===== config.mk =====
export PLATFORM = sky130hd
export DESIGN_NAME = usrc_top
export DESIGN_NICKNAME = d
export VERILOG_FILES = /design/src/usrc_pkg.sv /design/src/usrc_top.sv /design/src/usrc_sync.sv /design/src/usrc_endpoint_descriptor_mem.sv
export VERILOG_INCLUDE_DIRS = /design/src
export SDC_FILE = /design/constraint.sdc
export NUM_CORES = 1
export LEC_CHECK = 0
export ABC_CLOCK_PERIOD_IN_PS = 2950
export BUFFER_PORTS_ARGS = -buffer_cell sky130_fd_sc_hd__buf_4
export CORE_UTILIZATION = 35
export CTS_CLUSTER_SIZE = 10
export DETAILED_ROUTE_END_ITERATION = 6
export SKIP_CTS_REPAIR_TIMING = 1
export SYNTH_ARGS = -nofsm -noshare
export SYNTH_HDL_FRONTEND = slang
export SYNTH_HIERARCHICAL = 1
export SYNTH_SLANG_ARGS = --single-unit

===== constraint.sdc =====
create_clock -name clock -period 2.95 [get_ports clock]
set_input_delay 0.4425 -clock clock [delete_from_list [all_inputs] [get_ports clock]]
set_output_delay 0.4425 -clock clock [all_outputs]
set_load 0.05 [all_outputs]

===== src/usrc_map.svh =====
// Offsets, reset values and timing counts for the USB reset/startup block.
// Assumes a 100 MHz system clock; included by its bare name.
`ifndef USRC_MAP_SVH
`define USRC_MAP_SVH

// ****************************************************************
// Clock and timing
// ****************************************************************
`define USRC_CLK_PERIOD_NS 10
`define USRC_SUSP_TIME_US 3000
`define USRC_SUSP_CYCLES (`USRC_SUSP_TIME_US * 1000 / `USRC_CLK_PERIOD_NS)
`define USRC_BRST_TIME_NS 2500
`define USRC_BRST_CYCLES \
  ((`USRC_BRST_TIME_NS + `USRC_CLK_PERIOD_NS - 1) / `USRC_CLK_PERIOD_NS)
`define USRC_DPLL_PHASES 4
`define USRC_DPLL_SAMPLE 2'h2

// ****************************************************************
// Endpoint descriptor and line states
// ****************************************************************
`define USRC_ENDPOINT_DESCRIPTOR_BYTES 7'h41
`define USRC_LINE_SE0 2'h0
`define USRC_XFER_ISO 2'h1
`define USRC_PLL_FREQ_SELECT_8 3'h0
`define USRC_PLL_FREQ_SELECT_12 3'h1
`define USRC_PLL_FREQ_SELECT_16 3'h2
`define USRC_PLL_FREQ_SELECT_20 3'h3
`define USRC_PLL_FREQ_SELECT_24 3'h4
`define USRC_MULT_X10_8 6'h3c
`define USRC_MULT_X10_12 6'h28
`define USRC_MULT_X10_16 6'h1e
`define USRC_MULT_X10_20 6'h18
`define USRC_MULT_X10_24 6'h14
`define USRC_MULT_X10_RST 6'h14

`endif


===== src/usrc_pkg.sv =====
// Types shared by the USB reset/startup block.
// Assumes nothing of its surroundings.
`default_nettype none
package usrc_pkg;

  // ****************************************************************
  // Bus condition states
  // ****************************************************************
  typedef enum logic [2:0] {
    BUS_ACTIVE  = 3'h1,
    BUS_SUSPEND = 3'h2,
    BUS_RESET   = 3'h4
  } usrc_bus_e;

  typedef struct packed {
    logic pins_hiz;
    logic pins_input;
    logic osc_en;
    logic mod_stop;
    logic sysclk_en;
    logic iface_rst;
    logic pll_rst;
    logic core_rst;
    logic clk_ready;
    logic [5:0] pll_mult;
    logic clk24;
    logic standby;
    logic wake_req;
    usrc_bus_e bstate;
    logic [18:0] idle_cnt;
    logic [7:0] se0_cnt;
    logic [1:0] line_prev;
    logic brst_flag;
    logic sent_flag;
    logic sexit_flag;
    logic [1:0] dph;
    logic [1:0] dline;
    logic rx_bit;
    logic rx_valid;
    logic [6:0] wptr;
    logic ep_loaded;
    logic iso_reject;
  } usrc_state_s;

endpackage : usrc_pkg
`default_nettype wire


===== src/usrc_top.sv =====
// Reset, clock-stop, low-power and startup control for the USB module.
// Assumes all inputs except the data lines are synchronous to clock; tick48 pulses once per
// 48 MHz period and the data lines are raw pin levels.
`timescale 1ns/1ps
`default_nettype none
`include "usrc_map.svh"
module usrc_top #(
  parameter int unsigned SUSP_CYCLES = `USRC_SUSP_CYCLES
) (
  input wire logic clock,
  input wire logic rst_n,
  input wire logic chip_standby_pin_n,
  input wire logic chip_reset_pin_n,
  input wire logic module_stop_wr,
  input wire logic module_stop_wdata,
  input wire logic reset_bits_wr,
  input wire logic interface_reset_wdata,
  input wire logic clock_pll_reset_wdata,
  input wire logic function_core_reset_wdata,
  input wire logic clock_ready_wr,
  input wire logic clock_ready_wdata,
  input wire logic [2:0] pll_freq_select,
  input wire logic sleep_exec,
  input wire logic standby_select_bit,
  input wire logic flag_clear_wr,
  input wire logic [2:0] flag_clear_mask,
  input wire logic tick48,
  input wire logic bus_data_plus,
  input wire logic bus_data_minus,
  input wire logic ep0_in_data_wr,
  input wire logic [7:0] ep0_in_data_port,
  input wire logic [6:0] endpoint_descriptor_addr,
  input wire logic token_valid,
  input wire logic [1:0] token_xfer_type,
  output logic pins_hiz,
  output logic pins_input_mode,
  output logic osc_enable,
  output logic usb_module_stop_bit,
  output logic usb_sysclk_enable,
  output logic interface_reset_bit,
  output logic clock_pll_reset_bit,
  output logic function_core_reset_bit,
  output logic usb_clock_ready_bit,
  output logic [5:0] pll_mult_x10,
  output logic clk24_out,
  output logic standby_active,
  output logic wake_request,
  output logic bus_reset_flag,
  output logic suspend_entry_flag,
  output logic suspend_exit_flag,
  output logic rx_bit,
  output logic rx_bit_valid,
  output logic endpoint_descriptor_loaded,
  output logic [7:0] endpoint_descriptor_data,
  output logic iso_rejected
);

  // ****************************************************************
  // State and leaf blocks
  // ****************************************************************
  usrc_pkg::usrc_state_s s_q;
  usrc_pkg::usrc_state_s s_d;
  logic [1:0] line_sync;
  logic init;
  logic mem_wr;
  logic line_change;
  logic ev_brst;
  logic ev_sent;
  logic ev_sexit;
  usrc_sync u_sync (
    .clock(clock),
    .rst_n(rst_n),
    .din({bus_data_plus, bus_data_minus}),
    .dout(line_sync)
  );
  // Bytes past the 65th are dropped so a runaway loop cannot overwrite.
  assign mem_wr = ep0_in_data_wr && !s_q.core_rst && !s_q.ep_loaded;
  usrc_endpoint_descriptor_mem u_mem (
    .clock(clock),
    .rst_n(rst_n),
    .wr_en(mem_wr),
    .wr_addr(s_q.wptr),
    .wr_data(ep0_in_data_port),
    .rd_addr(endpoint_descriptor_addr),
    .rd_data(endpoint_descriptor_data)
  );
  assign init = !rst_n || !chip_standby_pin_n || !chip_reset_pin_n;
  assign line_change = (line_sync != s_q.line_prev);
  assign ev_brst = (s_q.bstate != usrc_pkg::BUS_RESET) &&
                   (line_sync == `USRC_LINE_SE0) &&
                   (s_q.se0_cnt == 8'(`USRC_BRST_CYCLES - 1));
  assign ev_sent = (s_q.bstate == usrc_pkg::BUS_ACTIVE) && !line_change &&
                   (s_q.idle_cnt == 19'(SUSP_CYCLES - 1));
  assign ev_sexit = (s_q.bstate == usrc_pkg::BUS_SUSPEND) && line_change;
  // ****************************************************************
  // Next state
  // ****************************************************************
  always_comb begin
    s_d = s_q;
    s_d.rx_valid = 1'b0;
    s_d.wake_req = 1'b0;
    // Software standby touches no USB state, only the wake path.
    s_d.standby = sleep_exec ? standby_select_bit : s_q.standby;
    if (s_q.standby && ev_sexit) begin
      s_d.wake_req = 1'b1;
      s_d.standby = 1'b0;
    end
    s_d.mod_stop = module_stop_wr ? module_stop_wdata : s_q.mod_stop;
    s_d.sysclk_en = !s_d.mod_stop;
    if (reset_bits_wr) begin
      s_d.iface_rst = interface_reset_wdata;
      s_d.pll_rst = clock_pll_reset_wdata;
      s_d.core_rst = function_core_reset_wdata;
    end
    if (clock_ready_wr) begin
      s_d.clk_ready = clock_ready_wdata;
    end
    unique case (pll_freq_select)
      `USRC_PLL_FREQ_SELECT_8: s_d.pll_mult = `USRC_MULT_X10_8;
      `USRC_PLL_FREQ_SELECT_12: s_d.pll_mult = `USRC_MULT_X10_12;
      `USRC_PLL_FREQ_SELECT_16: s_d.pll_mult = `USRC_MULT_X10_16;
      `USRC_PLL_FREQ_SELECT_20: s_d.pll_mult = `USRC_MULT_X10_20;
      `USRC_PLL_FREQ_SELECT_24: s_d.pll_mult = `USRC_MULT_X10_24;
      default: s_d.pll_mult = s_q.pll_mult;
    endcase
    s_d.clk24 = s_q.clk24 ^ tick48;
    // Bus condition tracking on the synchronised line.
    s_d.line_prev = line_sync;
    s_d.se0_cnt = (line_sync == `USRC_LINE_SE0) ?
                  ((s_q.se0_cnt == 8'hff) ? s_q.se0_cnt : s_q.se0_cnt + 8'h01)
                  : 8'h00;
    s_d.idle_cnt = line_change ? 19'h0 :
                   ((s_q.idle_cnt == 19'h7ffff) ? s_q.idle_cnt :
                    s_q.idle_cnt + 19'h1);
    unique case (s_q.bstate)
      usrc_pkg::BUS_ACTIVE: begin
        if (ev_brst) begin
          s_d.bstate = usrc_pkg::BUS_RESET;
        end else if (ev_sent) begin
          s_d.bstate = usrc_pkg::BUS_SUSPEND;
        end
      end
      usrc_pkg::BUS_SUSPEND: begin
        if (ev_brst) begin
          s_d.bstate = usrc_pkg::BUS_RESET;
        end else if (line_change) begin
          s_d.bstate = usrc_pkg::BUS_ACTIVE;
        end
      end
      usrc_pkg::BUS_RESET: begin
        if (line_sync != `USRC_LINE_SE0) begin
          s_d.bstate = usrc_pkg::BUS_ACTIVE;
        end
      end
      default: s_d.bstate = usrc_pkg::BUS_ACTIVE;
    endcase
    // A set in the same cycle as a clear wins.
    if (flag_clear_wr) begin
      s_d.brst_flag = s_q.brst_flag && !flag_clear_mask[0];
      s_d.sent_flag = s_q.sent_flag && !flag_clear_mask[1];
      s_d.sexit_flag = s_q.sexit_flag && !flag_clear_mask[2];
    end
    if (ev_brst) begin
      s_d.brst_flag = 1'b1;
    end
    if (ev_sent) begin
      s_d.sent_flag = 1'b1;
    end
    if (ev_sexit) begin
      s_d.sexit_flag = 1'b1;
    end
    // Phase is realigned on every edge, which covers the sync pattern
    // at the start of each packet; a stuck line just free-runs.
    if (tick48 && s_q.clk_ready) begin
      s_d.dline = line_sync;
      if (line_sync != s_q.dline) begin
        s_d.dph = 2'h0;
      end else begin
        s_d.dph = s_q.dph + 2'h1;
      end
      if (s_q.dph == `USRC_DPLL_SAMPLE) begin
        s_d.rx_bit = s_q.dline[1];
        s_d.rx_valid = 1'b1;
      end
    end
    if (s_q.pll_rst) begin
      s_d.dph = 2'h0;
      s_d.rx_valid = 1'b0;
    end
    if (mem_wr) begin
      s_d.wptr = s_q.wptr + 7'h01;
      s_d.ep_loaded = (s_q.wptr == `USRC_ENDPOINT_DESCRIPTOR_BYTES - 7'h01);
    end
    s_d.iso_reject = token_valid && (token_xfer_type == `USRC_XFER_ISO);
    if (s_q.core_rst) begin
      s_d.brst_flag = 1'b0;
      s_d.sent_flag = 1'b0;
      s_d.sexit_flag = 1'b0;
      s_d.wptr = 7'h00;
      s_d.ep_loaded = 1'b0;
      s_d.se0_cnt = 8'h00;
      s_d.bstate = usrc_pkg::BUS_ACTIVE;
      s_d.iso_reject = 1'b0;
    end
    s_d.pins_hiz = 1'b0;
    s_d.pins_input = 1'b0;
    s_d.osc_en = 1'b1;
    if (init) begin
      s_d = '0;
      s_d.bstate = usrc_pkg::BUS_ACTIVE;
      s_d.pll_mult = `USRC_MULT_X10_RST;
      s_d.mod_stop = 1'b1;
      s_d.iface_rst = 1'b1;
      s_d.pll_rst = 1'b1;
      s_d.core_rst = 1'b1;
      s_d.pins_hiz = !chip_standby_pin_n;
      s_d.osc_en = chip_standby_pin_n;
      s_d.pins_input = chip_standby_pin_n;
    end
  end
  always_ff @(posedge clock) begin
    s_q <= s_d;
  end
  // ****************************************************************
  // Outputs
  // ****************************************************************
  assign pins_hiz = s_q.pins_hiz;
  assign pins_input_mode = s_q.pins_input;
  assign osc_enable = s_q.osc_en;
  assign usb_module_stop_bit = s_q.mod_stop;
  assign usb_sysclk_enable = s_q.sysclk_en;
  assign interface_reset_bit = s_q.iface_rst;
  assign clock_pll_reset_bit = s_q.pll_rst;
  assign function_core_reset_bit = s_q.core_rst;
  assign usb_clock_ready_bit = s_q.clk_ready;
  assign pll_mult_x10 = s_q.pll_mult;
  assign clk24_out = s_q.clk24;
  assign standby_active = s_q.standby;
  assign wake_request = s_q.wake_req;
  assign bus_reset_flag = s_q.brst_flag;
  assign suspend_entry_flag = s_q.sent_flag;
  assign suspend_exit_flag = s_q.sexit_flag;
  assign rx_bit = s_q.rx_bit;
  assign rx_bit_valid = s_q.rx_valid;
  assign endpoint_descriptor_loaded = s_q.ep_loaded;
  assign iso_rejected = s_q.iso_reject;
endmodule : usrc_top
`default_nettype wire


===== src/usrc_sync.sv =====
// Two-flop synchroniser for the USB data line levels.
// Assumes the inputs are levels that may change at any time.
`timescale 1ns/1ps
`default_nettype none
module usrc_sync (
  input wire logic clock,
  input wire logic rst_n,
  input wire logic [1:0] din,
  output logic [1:0] dout
);

  typedef struct packed {
    logic [1:0] meta;
    logic [1:0] stable;
  } usrc_sync_s;

  usrc_sync_s s_q;
  usrc_sync_s s_d;

  // The first stage feeds only the second stage.
  always_comb begin
    s_d.meta = din;
    s_d.stable = s_q.meta;
  end

  always_ff @(posedge clock) begin
    if (!rst_n) begin
      s_q <= '0;
    end else begin
      s_q <= s_d;
    end
  end

  assign dout = s_q.stable;

endmodule : usrc_sync
`default_nettype wire


===== src/usrc_endpoint_descriptor_mem.sv =====
// Storage for the 65-byte endpoint descriptor, with registered read data.
// Assumes writes arrive in ascending address order from the controller.
`timescale 1ns/1ps
`default_nettype none
`include "usrc_map.svh"
module usrc_endpoint_descriptor_mem (
  input wire logic clock,
  input wire logic rst_n,
  input wire logic wr_en,
  input wire logic [6:0] wr_addr,
  input wire logic [7:0] wr_data,
  input wire logic [6:0] rd_addr,
  output logic [7:0] rd_data
);

  typedef struct packed {
    logic [64:0][7:0] mem;
    logic [7:0] rdata;
  } usrc_mem_s;

  usrc_mem_s s_q;
  usrc_mem_s s_d;

  always_comb begin
    s_d = s_q;
    if (wr_en && (wr_addr < `USRC_ENDPOINT_DESCRIPTOR_BYTES)) begin
      s_d.mem[wr_addr] = wr_data;
    end
    // Out-of-range reads return zero rather than aliasing.
    s_d.rdata = (rd_addr < `USRC_ENDPOINT_DESCRIPTOR_BYTES) ? s_q.mem[rd_addr] : 8'h00;
  end

  always_ff @(posedge clock) begin
    if (!rst_n) begin
      s_q <= '0;
    end else begin
      s_q <= s_d;
    end
  end

  assign rd_data = s_q.rdata;

endmodule : usrc_endpoint_descriptor_mem
`default_nettype wire


==> flow_summary.ini <==
[pwr]
peakVddDrop_mv = 0.3624
p_leak_nw = 10.07
p_per_area_nw_per_um2 = 555.7
p_total_mw = 16.90

[setup_path]
arrival_ns = 3.04
end_kind = flop
cpMostUsedCell = nand2_1
worstPathRequired_ns = 3.48
cp_top_family = simple AND/OR/NAND/NOR gates
worst-path-max-fanout = 21
r2r-start = s_q[7]$_SDFFE_PP0P_
cp_cell_sequence = nor2b_1, nand2_1, nor2_1, buf_4, nand2_1, a21oi_1
crit_path_max_incr_delay_ns = 0.58
cp_num_buf_inv = 1
critPathKind = flop to flop
critPathLaunch = s_q[7]$_SDFFE_PP0P_
cp-start-kind = flop
cp_slowest_cell = nor2_1

[global_route]
grt_pass1_vias = 21370
met2_usage = 0.3210
gr-usage-all-layers = 0.2127
grt-ovfl-total = 0
grt_max_degree = 141
top_usage_layer = met2
grt_pass1_wl_mm = 129.5
met3_usage = 0.03807
antenna_found_initial = 1
met1_usage = 0.3074

[finish]
final_nets = 3089
drive_gt1_frac = 0.1519
fin_cells = 4024
final_area_sq_um = 30420
syn_to_final_growth_pct = 14.25

[synthesis]
synth.yosys.seq_area_share = 0.4504
synth_top_area_share = 0.4504
synth_seq_cells = 599
synthesis.area_sq_um = 26620
syn_avg_cell_area_sq_um = 8.752
yosys.area.top_type = dfxtp_1
synth_edf_count = 0
syn_inst = 3042
yosysMostFrequentCell = dfxtp_1
ys_warn_count = 6
ys.flop_type = dfxtp_1
ys_async_sr_fraction = 0
synth_commonest_cells = dfxtp_1, nand2_1, a21oi_1, nand3_1, o21ai_0
synth_cell_types = 70
synth_nets = 3091
netlist_top_cells_area = dfxtp_1, mux4_2, a21oi_1

[clocking]
cts_htree_levels = 3
clockBufferDepth = 3
clock_sinks = 599
numCtsBuffers = 71
root_buffer = clkbuf_16
clk_pin_slew_ns = 0.05
clock_latency_ns = 0.62
tritoncts = yes

[place]
io_buffers = 74
postPlaceCellArea_sq_um = 28410
dp_slack_ns = 0.09847
gp_congestion = 0.9177
placed_cells = 3934
dpl.hpwl_mm = 51.80

[timing]
fin_setup_tns_ns = 0
fmax_ghz = 0.3985
setup_violations = 0
min_period_ns = 2.509
drv_slew = 0
hold_violations = 0
setup_slack_ns = 0.4405
worstMarginPinSlew_ns = 1.006
rsz0062_at_grt = false
fin_skew_ns = 0.02975
slew_headroom = 0.3292
post-route-period-util = 0.8507

[die]
rows = 100
dieHeight_microns = 277.8
die_x_microns = 277.8
num_io_pins = 76
coreArea_sq_um = 74820
die_area_sq_um = 77180
start_util = 0.3558

[route]
wirelength_mm = 83.76
vias = 22840
drc = 0
routedWlPerCell_microns = 20.82
ant_nets = 0
drt-initial-drc-count = 2410
vias_per_cell = 5.677
drtPass1Iterations = 6

[min_path]
hold_path_class = input pin to flop
hp-start = bus_data_minus

[outcome]
status = finished, final reports clean

[job]
maxCapViolations = 0
[path summary, 6_finish.rpt]
| kind | endpoint | cells after the start | slack (ns) |
|---|---|---|---|
| worst max register to register | u_mem/s_q[435]$_SDFFE_PN0P_ | 6 | 0.44 |
| worst min register to register | u_sync/dout[0]$_SDFF_PN0_ | 1 | 0.44 |
| worst max-delay path | u_mem/s_q[435]$_SDFFE_PN0P_ | 6 | 0.44 |
| worst min-delay path | u_sync/s_d[0]$_SDFF_PN0_ | 2 | 0.03 |
[cell families after synthesis]
family	count (synthesis)	share of synthesized area
simple gates	1102	0.1825
fa+ha+maj	6	0.002820
compound gates	741	0.1462
buf+inv	298	0.04944
xor+xnor	31	0.01118
other cells	1	0.0001408
mux	264	0.1574
flops	599	0.4504
[placed cells by master (no fill, tap or decap), drive strengths merged, types with 7 or more instances in the layout]
cell type and instances:
mux2 7, a21oi 477, nand2b 12, nand2 541, nor3 15, o2111ai 7
nor2 193, o22ai 10, xnor2 12, dfxtp 599, and3 11, inv 18
clkbuf 83, mux4 123, mux2i 134, o21ai 206, buf 206, nand4 7
xor2 19, and2 12, nand3 268
[worst register-to-register path: cells and delay by family, from the launching register on]
family | cells | cell delay (ns)
and+or+nand+nor | 4 | 1.47
buffers and inverters | 1 | 0.23
AOI/OAI and AO/OA | 1 | 0.20
DFF | 1 | 0.52
[sequential cells by signal, summed over array words and instances (netlist names), 2 cells and up]
register and count:
u_mem/s_q 520, s_q 43, u_mem/rd_data 8, pll_mult_x10 5
u_sync/dout 2, u_sync/s_d 2
[through the flow]
step	utilization	hold WS [ns]
2_1_floorplan	-	0.4118
3_3_place_gp	0.3797	0.4278
3_5_place_dp	0.3797	0.4323
4_1_cts	0.4062	-0.08796
5_1_grt	0.4065	0.01030
6_report	0.4065	0.02705
[final cells by class]
cell class | instances | area, sq um
clock inverters | 5 | 65.06
inverters | 14 | 60.06
repair buffers | 209 | 1797
clock buffers | 82 | 1923
multi-input cells | 2145 | 13370
diodes | 1 | 2.502
well taps | 969 | 1212
fillers | 7447 | 44400
flip-flops and latches | 599 | 11990
[layer usage]
metal / vias to the layer above / part of all wire
li1: 10640 / -
met1: 11160 / 0.45
met2: 912 / 0.44
met3: 133 / 0.083
met4: 2 / 0.025
met5: - / 0.00011
[report_power, final]
group,total (mW),internal [mW],switching (mW)
clock,7.97,4.64,3.34
combinational,0.805,0.229,0.576
sequential,8.12,8.11,0.0154
(Power assumes the default switching activity.)
